### src/cbr_pkg.sv
// constants for the clock buffer upper configuration bank and its smbus target
// assumes scl and sda arrive already synchronous to clk
package cbr_pkg;
  // ************************************************
  // register indices
  // ************************************************
  localparam logic [7:0] IDX_FEEDBACK_RATE = 8'h03;
  localparam logic [7:0] IDX_RSVD = 8'h04;
  localparam logic [7:0] IDX_REV_MAKER = 8'h05;
  localparam logic [7:0] IDX_PART = 8'h06;
  localparam logic [7:0] IDX_READ_LEN = 8'h07;

  // ************************************************
  // fields and reset values
  // ************************************************
  localparam int FEEDBACK_RATE_BIT = 0;
  localparam logic FEEDBACK_RATE_RESET = 1'b1;
  localparam logic [7:0] FEEDBACK_RATE_RSVD_BITS = 8'h82;
  localparam logic [7:0] RSVD_VALUE = 8'hff;
  localparam int READ_LEN_WIDTH = 5;
  localparam logic [4:0] READ_LEN_RESET = 5'h08;
  localparam logic [7:0] UNMAPPED_VALUE = 8'h00;

  // ************************************************
  // bus constants
  // ************************************************
  localparam logic [6:0] SMB_ADDR_DEFAULT = 7'h50;
  localparam logic [3:0] BIT_ACK = 4'h8;
  localparam logic [3:0] BIT_LAST = 4'h7;

  typedef enum logic [2:0] {
    CBR_IDLE,
    CBR_ADDR,
    CBR_INDEX,
    CBR_WCOUNT,
    CBR_WDATA,
    CBR_RDATA,
    CBR_WAIT
  } cbr_state_t;
endpackage

### src/cbr_regs.sv
// byte-indexed register bank for bytes 3 to 7
// assumes one write strobe per accepted data byte from the bus target
`timescale 1ns/1ps
module cbr_regs #(
  parameter logic [3:0] REVISION = 4'h3,   // arbitrary value
  parameter logic [3:0] MAKER_CODE = 4'h9, // arbitrary value
  parameter logic [1:0] PART_CLASS = 2'h2, // arbitrary value
  parameter logic [5:0] PART_IDENT = 6'h15 // arbitrary value
) (
  input wire logic clk,
  input wire logic rst_b,
  input wire logic wr_en,
  input wire logic [7:0] wr_idx,
  input wire logic [7:0] wr_data,
  input wire logic [7:0] rd_idx,
  output logic [7:0] rd_data,
  output logic feedback_edge_rate_select,
  output logic [4:0] read_length
);
  // ************************************************
  // writable fields
  // ************************************************
  always_ff @(posedge clk or negedge rst_b) begin
    if (!rst_b) begin
      feedback_edge_rate_select <= cbr_pkg::FEEDBACK_RATE_RESET;
    end else if (wr_en && wr_idx == cbr_pkg::IDX_FEEDBACK_RATE) begin
      feedback_edge_rate_select <= wr_data[cbr_pkg::FEEDBACK_RATE_BIT];
    end
  end

  always_ff @(posedge clk or negedge rst_b) begin
    if (!rst_b) begin
      read_length <= cbr_pkg::READ_LEN_RESET;
    end else if (wr_en && wr_idx == cbr_pkg::IDX_READ_LEN) begin
      read_length <= wr_data[cbr_pkg::READ_LEN_WIDTH-1:0];
    end
  end

  // ************************************************
  // read mux, fixed fields ignore writes
  // ************************************************
  always_comb begin
    case (rd_idx)
      cbr_pkg::IDX_FEEDBACK_RATE: begin
        rd_data = cbr_pkg::FEEDBACK_RATE_RSVD_BITS | {7'h00, feedback_edge_rate_select};
      end
      cbr_pkg::IDX_RSVD: begin
        rd_data = cbr_pkg::RSVD_VALUE;
      end
      cbr_pkg::IDX_REV_MAKER: begin
        rd_data = {REVISION, MAKER_CODE};
      end
      cbr_pkg::IDX_PART: begin
        rd_data = {PART_CLASS, PART_IDENT};
      end
      cbr_pkg::IDX_READ_LEN: begin
        rd_data = {3'h0, read_length};
      end
      default: begin
        rd_data = cbr_pkg::UNMAPPED_VALUE;
      end
    endcase
  end
endmodule

### src/cbr_top.sv
// smbus target serving the upper configuration bytes by block read and write
// assumes scl_in and sda_in are synchronous to clk and much slower than it
`timescale 1ns/1ps
module cbr_top #(
  parameter logic [6:0] SMB_ADDR = cbr_pkg::SMB_ADDR_DEFAULT,
  parameter logic [3:0] REVISION = 4'h3,   // arbitrary value
  parameter logic [3:0] MAKER_CODE = 4'h9, // arbitrary value
  parameter logic [1:0] PART_CLASS = 2'h2, // arbitrary value
  parameter logic [5:0] PART_IDENT = 6'h15 // arbitrary value
) (
  input wire logic clk,
  input wire logic rst_b,
  input wire logic scl_in,
  input wire logic sda_in,
  output logic sda_out,
  output logic sda_oe,
  output logic feedback_edge_rate_select,
  output logic [4:0] read_length
);
  // ************************************************
  // elaboration checks
  // ************************************************
  if (SMB_ADDR == 7'h00) begin : g_bad_addr
    $error("general call address cannot be the target address");
  end

  // ************************************************
  // bus edge and condition detection
  // ************************************************
  logic scl_d;
  logic sda_d;
  logic scl_rise;
  logic scl_fall;
  logic start_cond;
  logic stop_cond;

  always_ff @(posedge clk or negedge rst_b) begin
    if (!rst_b) begin
      scl_d <= 1'b1;
      sda_d <= 1'b1;
    end else begin
      scl_d <= scl_in;
      sda_d <= sda_in;
    end
  end

  assign scl_rise = scl_in && !scl_d;
  assign scl_fall = !scl_in && scl_d;
  assign start_cond = scl_in && scl_d && sda_d && !sda_in;
  assign stop_cond = scl_in && scl_d && !sda_d && sda_in;

  // ************************************************
  // state
  // ************************************************
  cbr_pkg::cbr_state_t state;
  logic [3:0] bit_cnt;
  logic [7:0] rx_byte;
  logic [7:0] tx_byte;
  logic [7:0] index;
  logic [7:0] wr_left;
  logic [4:0] rd_left;
  logic ack_ok;
  logic drive_low;
  logic [7:0] rd_data;
  logic wr_en;
  logic byte_done;
  logic ack_done;
  logic addr_hit;
  logic seen_rise;

  assign byte_done = scl_fall && bit_cnt == cbr_pkg::BIT_LAST;
  assign ack_done = scl_fall && bit_cnt == cbr_pkg::BIT_ACK;
  assign addr_hit = rx_byte[7:1] == SMB_ADDR;
  // one write per accepted data byte, counted by the host's byte count
  assign wr_en = byte_done && state == cbr_pkg::CBR_WDATA && wr_left != 8'h00;

  cbr_regs #(
    .REVISION(REVISION),
    .MAKER_CODE(MAKER_CODE),
    .PART_CLASS(PART_CLASS),
    .PART_IDENT(PART_IDENT)
  ) u_regs (
    .clk(clk),
    .rst_b(rst_b),
    .wr_en(wr_en),
    .wr_idx(index),
    .wr_data(rx_byte),
    .rd_idx(index),
    .rd_data(rd_data),
    .feedback_edge_rate_select(feedback_edge_rate_select),
    .read_length(read_length)
  );

  // ************************************************
  // bit counter and receive shifter
  // ************************************************
  // the clock fall that follows a start is not a bit boundary
  always_ff @(posedge clk or negedge rst_b) begin
    if (!rst_b) begin
      seen_rise <= 1'b0;
    end else if (start_cond || stop_cond) begin
      seen_rise <= 1'b0;
    end else if (scl_rise) begin
      seen_rise <= 1'b1;
    end
  end

  always_ff @(posedge clk or negedge rst_b) begin
    if (!rst_b) begin
      bit_cnt <= 4'h0;
    end else if (start_cond || stop_cond) begin
      bit_cnt <= 4'h0;
    end else if (ack_done) begin
      bit_cnt <= 4'h0;
    end else if (scl_fall && seen_rise) begin
      bit_cnt <= bit_cnt + 4'h1;
    end
  end

  always_ff @(posedge clk or negedge rst_b) begin
    if (!rst_b) begin
      rx_byte <= 8'h00;
    end else if (scl_rise && bit_cnt < cbr_pkg::BIT_ACK) begin
      rx_byte <= {rx_byte[6:0], sda_in};
    end
  end

  // ************************************************
  // transaction sequencing
  // ************************************************
  always_ff @(posedge clk or negedge rst_b) begin
    if (!rst_b) begin
      state <= cbr_pkg::CBR_IDLE;
    end else if (start_cond) begin
      state <= cbr_pkg::CBR_ADDR;
    end else if (stop_cond) begin
      state <= cbr_pkg::CBR_IDLE;
    end else begin
      case (state)
        cbr_pkg::CBR_ADDR: begin
          if (byte_done && !addr_hit) begin
            state <= cbr_pkg::CBR_WAIT;
          end else if (ack_done) begin
            state <= rx_byte[0] ? cbr_pkg::CBR_RDATA : cbr_pkg::CBR_INDEX;
          end
        end
        cbr_pkg::CBR_INDEX: begin
          if (ack_done) begin
            state <= cbr_pkg::CBR_WCOUNT;
          end
        end
        cbr_pkg::CBR_WCOUNT: begin
          if (ack_done) begin
            state <= cbr_pkg::CBR_WDATA;
          end
        end
        cbr_pkg::CBR_WDATA: begin
          if (byte_done && !ack_ok && wr_left == 8'h00) begin
            state <= cbr_pkg::CBR_WAIT;
          end
        end
        cbr_pkg::CBR_RDATA: begin
          // host not-acknowledge ends the read
          if (scl_rise && bit_cnt == cbr_pkg::BIT_ACK && sda_in) begin
            state <= cbr_pkg::CBR_WAIT;
          end
        end
        cbr_pkg::CBR_IDLE, cbr_pkg::CBR_WAIT: begin
          state <= state;
        end
        default: begin
          state <= cbr_pkg::CBR_IDLE;
        end
      endcase
    end
  end

  // acknowledge decision at the end of each received byte
  always_comb begin
    case (state)
      cbr_pkg::CBR_ADDR: begin
        ack_ok = addr_hit;
      end
      cbr_pkg::CBR_INDEX, cbr_pkg::CBR_WCOUNT: begin
        ack_ok = 1'b1;
      end
      cbr_pkg::CBR_WDATA: begin
        ack_ok = wr_left != 8'h00;
      end
      default: begin
        ack_ok = 1'b0;
      end
    endcase
  end

  // ************************************************
  // index, write count and read count
  // ************************************************
  always_ff @(posedge clk or negedge rst_b) begin
    if (!rst_b) begin
      index <= 8'h00;
    end else if (byte_done && state == cbr_pkg::CBR_INDEX) begin
      index <= rx_byte;
    end else if (wr_en) begin
      index <= index + 8'h01;
    end else if (ack_done && state == cbr_pkg::CBR_RDATA && rd_left != 5'h00) begin
      index <= index + 8'h01;
    end
  end

  always_ff @(posedge clk or negedge rst_b) begin
    if (!rst_b) begin
      wr_left <= 8'h00;
    end else if (byte_done && state == cbr_pkg::CBR_WCOUNT) begin
      wr_left <= rx_byte;
    end else if (wr_en) begin
      wr_left <= wr_left - 8'h01;
    end
  end

  always_ff @(posedge clk or negedge rst_b) begin
    if (!rst_b) begin
      rd_left <= 5'h00;
    end else if (ack_done && state == cbr_pkg::CBR_ADDR) begin
      rd_left <= read_length;
    end else if (ack_done && state == cbr_pkg::CBR_RDATA && rd_left != 5'h00) begin
      rd_left <= rd_left - 5'h01;
    end
  end

  // ************************************************
  // transmit shifter and sda drive
  // ************************************************
  always_ff @(posedge clk or negedge rst_b) begin
    if (!rst_b) begin
      tx_byte <= 8'hff;
    end else if (ack_done && state == cbr_pkg::CBR_ADDR) begin
      tx_byte <= {3'h0, read_length};
    end else if (ack_done && state == cbr_pkg::CBR_RDATA) begin
      // past the programmed length the bus idles high
      tx_byte <= (rd_left != 5'h00) ? rd_data : 8'hff;
    end else if (scl_fall && state == cbr_pkg::CBR_RDATA && bit_cnt < cbr_pkg::BIT_LAST) begin
      tx_byte <= {tx_byte[6:0], 1'b1};
    end
  end

  always_ff @(posedge clk or negedge rst_b) begin
    if (!rst_b) begin
      drive_low <= 1'b0;
    end else if (start_cond || stop_cond) begin
      drive_low <= 1'b0;
    end else if (byte_done) begin
      drive_low <= ack_ok;
    end else if (ack_done && state == cbr_pkg::CBR_ADDR) begin
      drive_low <= rx_byte[0] && !read_length[4];
    end else if (ack_done && state == cbr_pkg::CBR_RDATA) begin
      drive_low <= (rd_left != 5'h00) && !rd_data[7];
    end else if (ack_done) begin
      drive_low <= 1'b0;
    end else if (scl_fall && state == cbr_pkg::CBR_RDATA && bit_cnt < cbr_pkg::BIT_LAST) begin
      drive_low <= !tx_byte[6];
    end
  end

  assign sda_out = 1'b0;
  assign sda_oe = drive_low;
endmodule

### config.mk
export PLATFORM = sky130hd
export DESIGN_NAME = cbr_top
export DESIGN_NICKNAME = d
export VERILOG_FILES = /design/src/cbr_pkg.sv /design/src/cbr_regs.sv /design/src/cbr_top.sv
export SDC_FILE = /design/constraint.sdc
export NUM_CORES = 1
export LEC_CHECK = 0
export CORE_UTILIZATION = 49
export DETAILED_ROUTE_END_ITERATION = 8
export DONT_BUFFER_PORTS = 1
export GPL_ROUTABILITY_DRIVEN = 0
export PLACE_DENSITY = 0.62
export SLEW_MARGIN = 20
export SYNTH_ARGS = -nofsm -noshare
export SYNTH_HDL_FRONTEND = slang
export SYNTH_HIERARCHICAL = 1
export SYNTH_SLANG_ARGS = --single-unit
### constraint.sdc
create_clock -name clk -period 3.4 [get_ports clk]
set_clock_uncertainty 0.2 [all_clocks]
set_input_delay 0.68 -clock clk [delete_from_list [all_inputs] [get_ports clk]]
set_output_delay 0.68 -clock clk [all_outputs]
set_load 0.03 [all_outputs]
Yosys cells after proc, flatten, opt, wreduce, memory -nomap -nowiden
Index checks and enable logic that the tools add are counted.
{ "word_totals": {"out_inout_bits": 8, "ff_bits": 53, "word_cells": 126, "in_bits": 4} }
{ "classes": {"n_mux": 34, "n_eq_ne": 20, "n_reduce_logical": 53, "magnitude_cmp": 2, "addsub": 4} }
{ "op_table": {"columns": ["op", "count"], "rows": [
  ["8-bit two-way mux", 5],
  ["8-bit case mux with 5 select lines", 1],
  ["8-bit by 3-bit equality test with 1-bit output, second input constant", 4],
  ["1-bit logical AND", 29],
  ["7-bit two-way mux", 4],
  ["3-bit two-way mux", 9],
  ["3-bit case mux with 6 select lines", 1],
  ["4-bit two-way mux", 3],
  ["4-bit != test, second input constant", 3],
  ["5-bit two-way mux", 2],
  ["3-bit equality test, second input constant", 3],
  ["1-bit zero test", 9],
  ["3-bit nonzero test", 3],
  ["8-bit by 1-bit adder with 8-bit output, second input constant", 1],
  ["8-bit by 2-bit equality test with 1-bit output, second input constant", 1],
  ["8-bit zero test", 1],
  ["1-bit two-way mux", 8],
  ["8-bit nonzero test", 1],
  ["8-bit by 1-bit subtractor with 8-bit output, second input constant", 1],
  ["7-bit equality test, second input constant", 1],
  ["3-bit by 2-bit equality test with 1-bit output, second input constant", 2],
  ["6-bit AND reduction", 1],
  ["2-bit nonzero test", 3],
  ["6-bit nonzero test", 1],
  ["15 further kinds", 16]
]} }

Depth between registers and ports, before layout
{ "depth": {"depth_word": 10, "depth_mapped": 9, "ltp_nobuf": 8} }

By module
Netlist, hierarchy kept.
{ "by_module_without_submodules": {"columns": ["mod", "instances", "cells_each", "area_per_inst_um2", "seq_area_each_um2"], "rows": [
  ["cbr_top", 1, 287, 2692.6, 1187.4],
  ["cbr_regs", 1, 38, 385.4, 152.6]
]} }

Worst setup path before layout
Ideal clock, no wire load.
{ "synth_path": {"path_kind": "input to register", "startpoint": "in scl_in", "endpoint": "reg u_regs.read_length[0]", "setup_ns": 0.125, "n_path_buf": 2, "t_required_ns": 3.075, "setup_slack_ns": 0.593, "arrival_time_ns": 2.482, "cell_stages": 8, "path_cell_list": "or3b_1 > buf_2 > a2111o_1 > inv_2 > buf_6 > nor4b_4 > nand3_2 > mux2_2"} }
{ "synth_via": {"elab_chain_len": 6} }
{ "synth_rtl": {"columns": ["element", "line_no", "text"], "rows": [
  ["start: declaration", "cbr_top.sv:13", "input wire logic scl_in,"],
  ["1-bit zero test", "cbr_top.sv:48", "assign scl_fall = !scl_in && scl_d;"],
  ["1-bit logical AND", "cbr_top.sv:48", null],
  ["1-bit logical AND", "cbr_top.sv:71", "assign byte_done = scl_fall && bit_cnt == cbr_pkg::BIT_LAST;"],
  ["1-bit logical AND (2 in a row)", "cbr_top.sv:75", "assign wr_en = byte_done && state == cbr_pkg::CBR_WDATA && wr_left != 8'h00;"],
  ["via wr_en", "cbr_top.sv:65", "logic wr_en;"],
  ["1-bit logical AND", "cbr_regs.sv:34", "end else if (wr_en && wr_idx == cbr_pkg::IDX_READ_LEN) begin"],
  ["end signal: assignment", "cbr_regs.sv:33", "read_length <= cbr_pkg::READ_LEN_RESET;"],
  ["end signal: assignment", "cbr_regs.sv:35", "read_length <= wr_data[cbr_pkg::READ_LEN_WIDTH-1:0];"],
  ["end: declaration", "cbr_regs.sv:18", "output logic [4:0] read_length"]
]} }
The timed path passes the listed nets, and every way through them passes these cells.
A chain may end at the register's enable or synchronous reset.

Worst setup path in the final report
{ "layout_path": {"startpoint": "reg scl_d", "endpoint": "reg u_regs.read_length[4]"} }
{ "layout_via": {"elab_chain_len": 5} }
{ "layout_rtl": {"columns": ["element", "line_no", "text"], "rows": [
  ["start: declaration", "cbr_top.sv:30", "logic scl_d;"],
  ["start signal: assignment", "cbr_top.sv:42", "scl_d <= scl_in;"],
  ["1-bit logical AND", "cbr_top.sv:48", null],
  ["1-bit logical AND", "cbr_top.sv:71", null],
  ["1-bit logical AND (2 in a row)", "cbr_top.sv:75", null],
  ["1-bit logical AND", "cbr_regs.sv:34", null]
]} }
No other way between the ends.

==> flow_summary.yaml <==
status:
  outcome: "finished, final reports clean"
place:
  io_buffer_count: 0
  hpwl_mm: 4.918
  dp_cells: 395
timing:
  tns_ps: 0
  max_slew.worst_pin.slew_ps: 709.2
  period_share_pct: 85.27
  finalCriticalPeriod_ps: 2899
  setup_viol: 0
  rsz0062_at_grt: "no"
  fmax_mhz: 344.9
  relSlewSlack_pct: 52.36
  finalHoldViolCount: 0
  drv_slew: 0
final_layout:
  n_antenna_cell: 0
  fillers: 557
  final_common_cell: "dfrtp_1"
  final_cell_mix: "42 x dfrtp_1, 40 x nor2_1, 26 x nand2_1"
  drive_gt1_share_pct: 16.06
  area_delta_synth_final_pct: 7.398
  fin_nets: 340
  fin_cells: 405
cts:
  cts_sinks: 53
  cts_buffers: 5
  ctsLongestPathBuffers: 2
  insertion_delay_ps: 320
  postCtsSetupBuffers: 0
  cts_tree: "done"
  htree_num_levels: 2
  clockRootBuffer: "clkbuf_8"
  cts.reportedPaths.clkPinSlew_ps: 110
floorplan:
  core_um2: 5991
  num_rows: 28
  die-width_um: 81.26
  start_util_pct: 51.38
  ios: 12
  die_area_um2: 6602
  dieHeight_um: 81.26
synth:
  ys.flop_type: "dfrtp_1"
  synth_warnings: 6
  synth_cells: 325
  synth_fp_nets: 336
  synth_edf_count: 0
  synth_seq_cells: 53
  synth_cell_types: 62
  synth_area_um2: 3078
  async_flop_share_pct: 100.0
  avgSynthCellArea_um2: 9.471
  synth_seq_area_share_pct: 43.54
critical_path:
  crit_chain: "or3b_1 -> a2111o_1 -> inv_2 -> nor4b_4 -> nand3_2 -> mux2_2"
  slowest_delay_ps: 580
  critPathBufInv: 1
  worstPathArrival_ps: 2910
  cp.required_ps: 3410
  path_delay_family: "simple AND/OR/NAND/NOR gates"
  end_kind: "flop"
  worstSetupStartpointType: "flop"
  crit_type: "reg2reg"
  crit_path_max_fanout: 13
  slowest_stage: "dfstp_2"
worst_hold_path:
  hold_path_class: "in2reg"
routing:
  drt-total-wl_mm: 7.092
  wl_met1_mm: 3.451
  top_layer_used: "met4"
  drc_errors: 0
  wl_per_cell_um: 17.51
  vias_per_cell: 6.096
  drt-initial-drc-count: 179
  drt-pass1-iter-count: 6
  drtAntennaViolNets: 0
  vias: 2469
  wl_met2_mm: 3.317
  met3WireLength_um: 261
pwr:
  p_leak_nw: 1.422
  powerDensity_nw_per_um2: 521.3
  peakVddDrop_mv: 0.2653
  p_total_w: 0.001723
global_route:
  grt_overflow: 0
  antenna_found_initial: 0
  grt_pass1_wl_mm: 11.42
  grt_max_degree: 54
  grt_usage_pct: 23.04
  grt_pass1_vias: 2268
job:
  cap_violations: 0
[synth_stat cells (all sizes together), types with 4 or more instances]
cell type  instances  area (um^2)
inv               12        45.04
o311ai             4        35.04
nand3             11        60.06
o21ai             20        100.1
xor2               4        35.03
dfrtp             42         1051
or4                5        37.54
buf                4        28.78
clkbuf             8        30.03
nor2              41        156.4
ha                 7        87.58
nor3              10        50.05
a221o              6        60.06
mux2              17        191.4
nor3b              6        45.04
nor4b              4        50.05
xnor2              6        52.55
o22ai              5        31.28
dfstp             11        289.0
o211ai             5        37.54
nor2b              5        31.28
a21oi             17        85.08
nand2             26        97.59
[routing by layer]
metal  up-vias  track usage [%]
li1       1211                -
met1      1203            31.64
met2        50            37.31
met3         5            4.157
met4         0            5.893
met5         -                0
[metrics by stage]
stage | setup WS, ps | hold WS (ps) | utilization (%) | instance area, um^2
floorplan | 593.0 | 184.4 | - | 3078
global placement | 440.6 | 185.5 | 52.94 | 3172
detailed placement | 383.6 | 185.5 | 52.94 | 3172
CTS | 501.7 | 11.98 | 55.01 | 3296
global route | 388.9 | 118.4 | 55.18 | 3306
finish | 501.0 | 143.0 | 55.18 | 3306
[cell type report]
class	instances	area, um^2	area share, %
clock buffers	6	82.58	2.498
repair buffers	9	90.09	2.725
multi-input cells	248	1640	49.62
well taps	75	93.84	2.839
inverters	12	45.04	1.363
flip-flops and latches	53	1340	40.54
clock inverters	2	13.76	0.4164
[where the power goes]
group	internal [W]	total (W)	switching, W	leakage, nW
Clock	0.000166	0.000392	0.000226	0.0512
Combinational	0.000195	0.000413	0.000219	0.704
Sequential	0.000780	0.000918	0.000138	0.667
Total	0.00114	0.00172	0.000583	1.42
[cells by family (layout without fill, tap and decap cells)]
group | after synthesis | in the layout | synth area share, %
other | 1 | 1 | 0.1218
and+or+nand+nor | 136 | 136 | 24.11
AOI/OAI and AO/OA | 76 | 76 | 16.63
adders and majority gates | 7 | 7 | 2.845
DFF | 53 | 53 | 43.54
buffers and inverters | 24 | 29 | 3.374
muxes | 18 | 18 | 6.545
xor gates and xnor gates | 10 | 10 | 2.845
[worst register-to-register path, stage by stage (launching register included)]
cell	delay, ps
dfstp_2	580
or3b_1	520
a2111o_1	480
inv_2	210
nor4b_4	280
nand3_2	190
mux2_2	320
[worst paths after layout]
kind / to / cells after the start / slack (ps) / from
min in group asynchronous: bit_cnt[0] / 2 / 660 / rst_b
min: scl_d / 0 / 140 / scl_in
max reg2reg: u_regs/read_length[4] / 6 / 500 / scl_d
min reg2reg: tx_byte[5] / 2 / 280 / tx_byte[5]
max: u_regs/read_length[4] / 6 / 500 / scl_d
max in group asynchronous: sda_d / 2 / 2020 / rst_b
[registers in the layout, summed over array words and instances (netlist names), 3 cells and up]
register,cells
u_regs/read_length,5
rx_byte,8
index,8
wr_left,8
tx_byte,7
state,3
bit_cnt,4
rd_left,5
[repair_timing]
item / CTS / global route
hold endpoints to repair: 53 / 6
resized for setup: 0 / 0
hold buffers: 1 / 1
No activity file was read; power rests on OpenSTA's default activity.
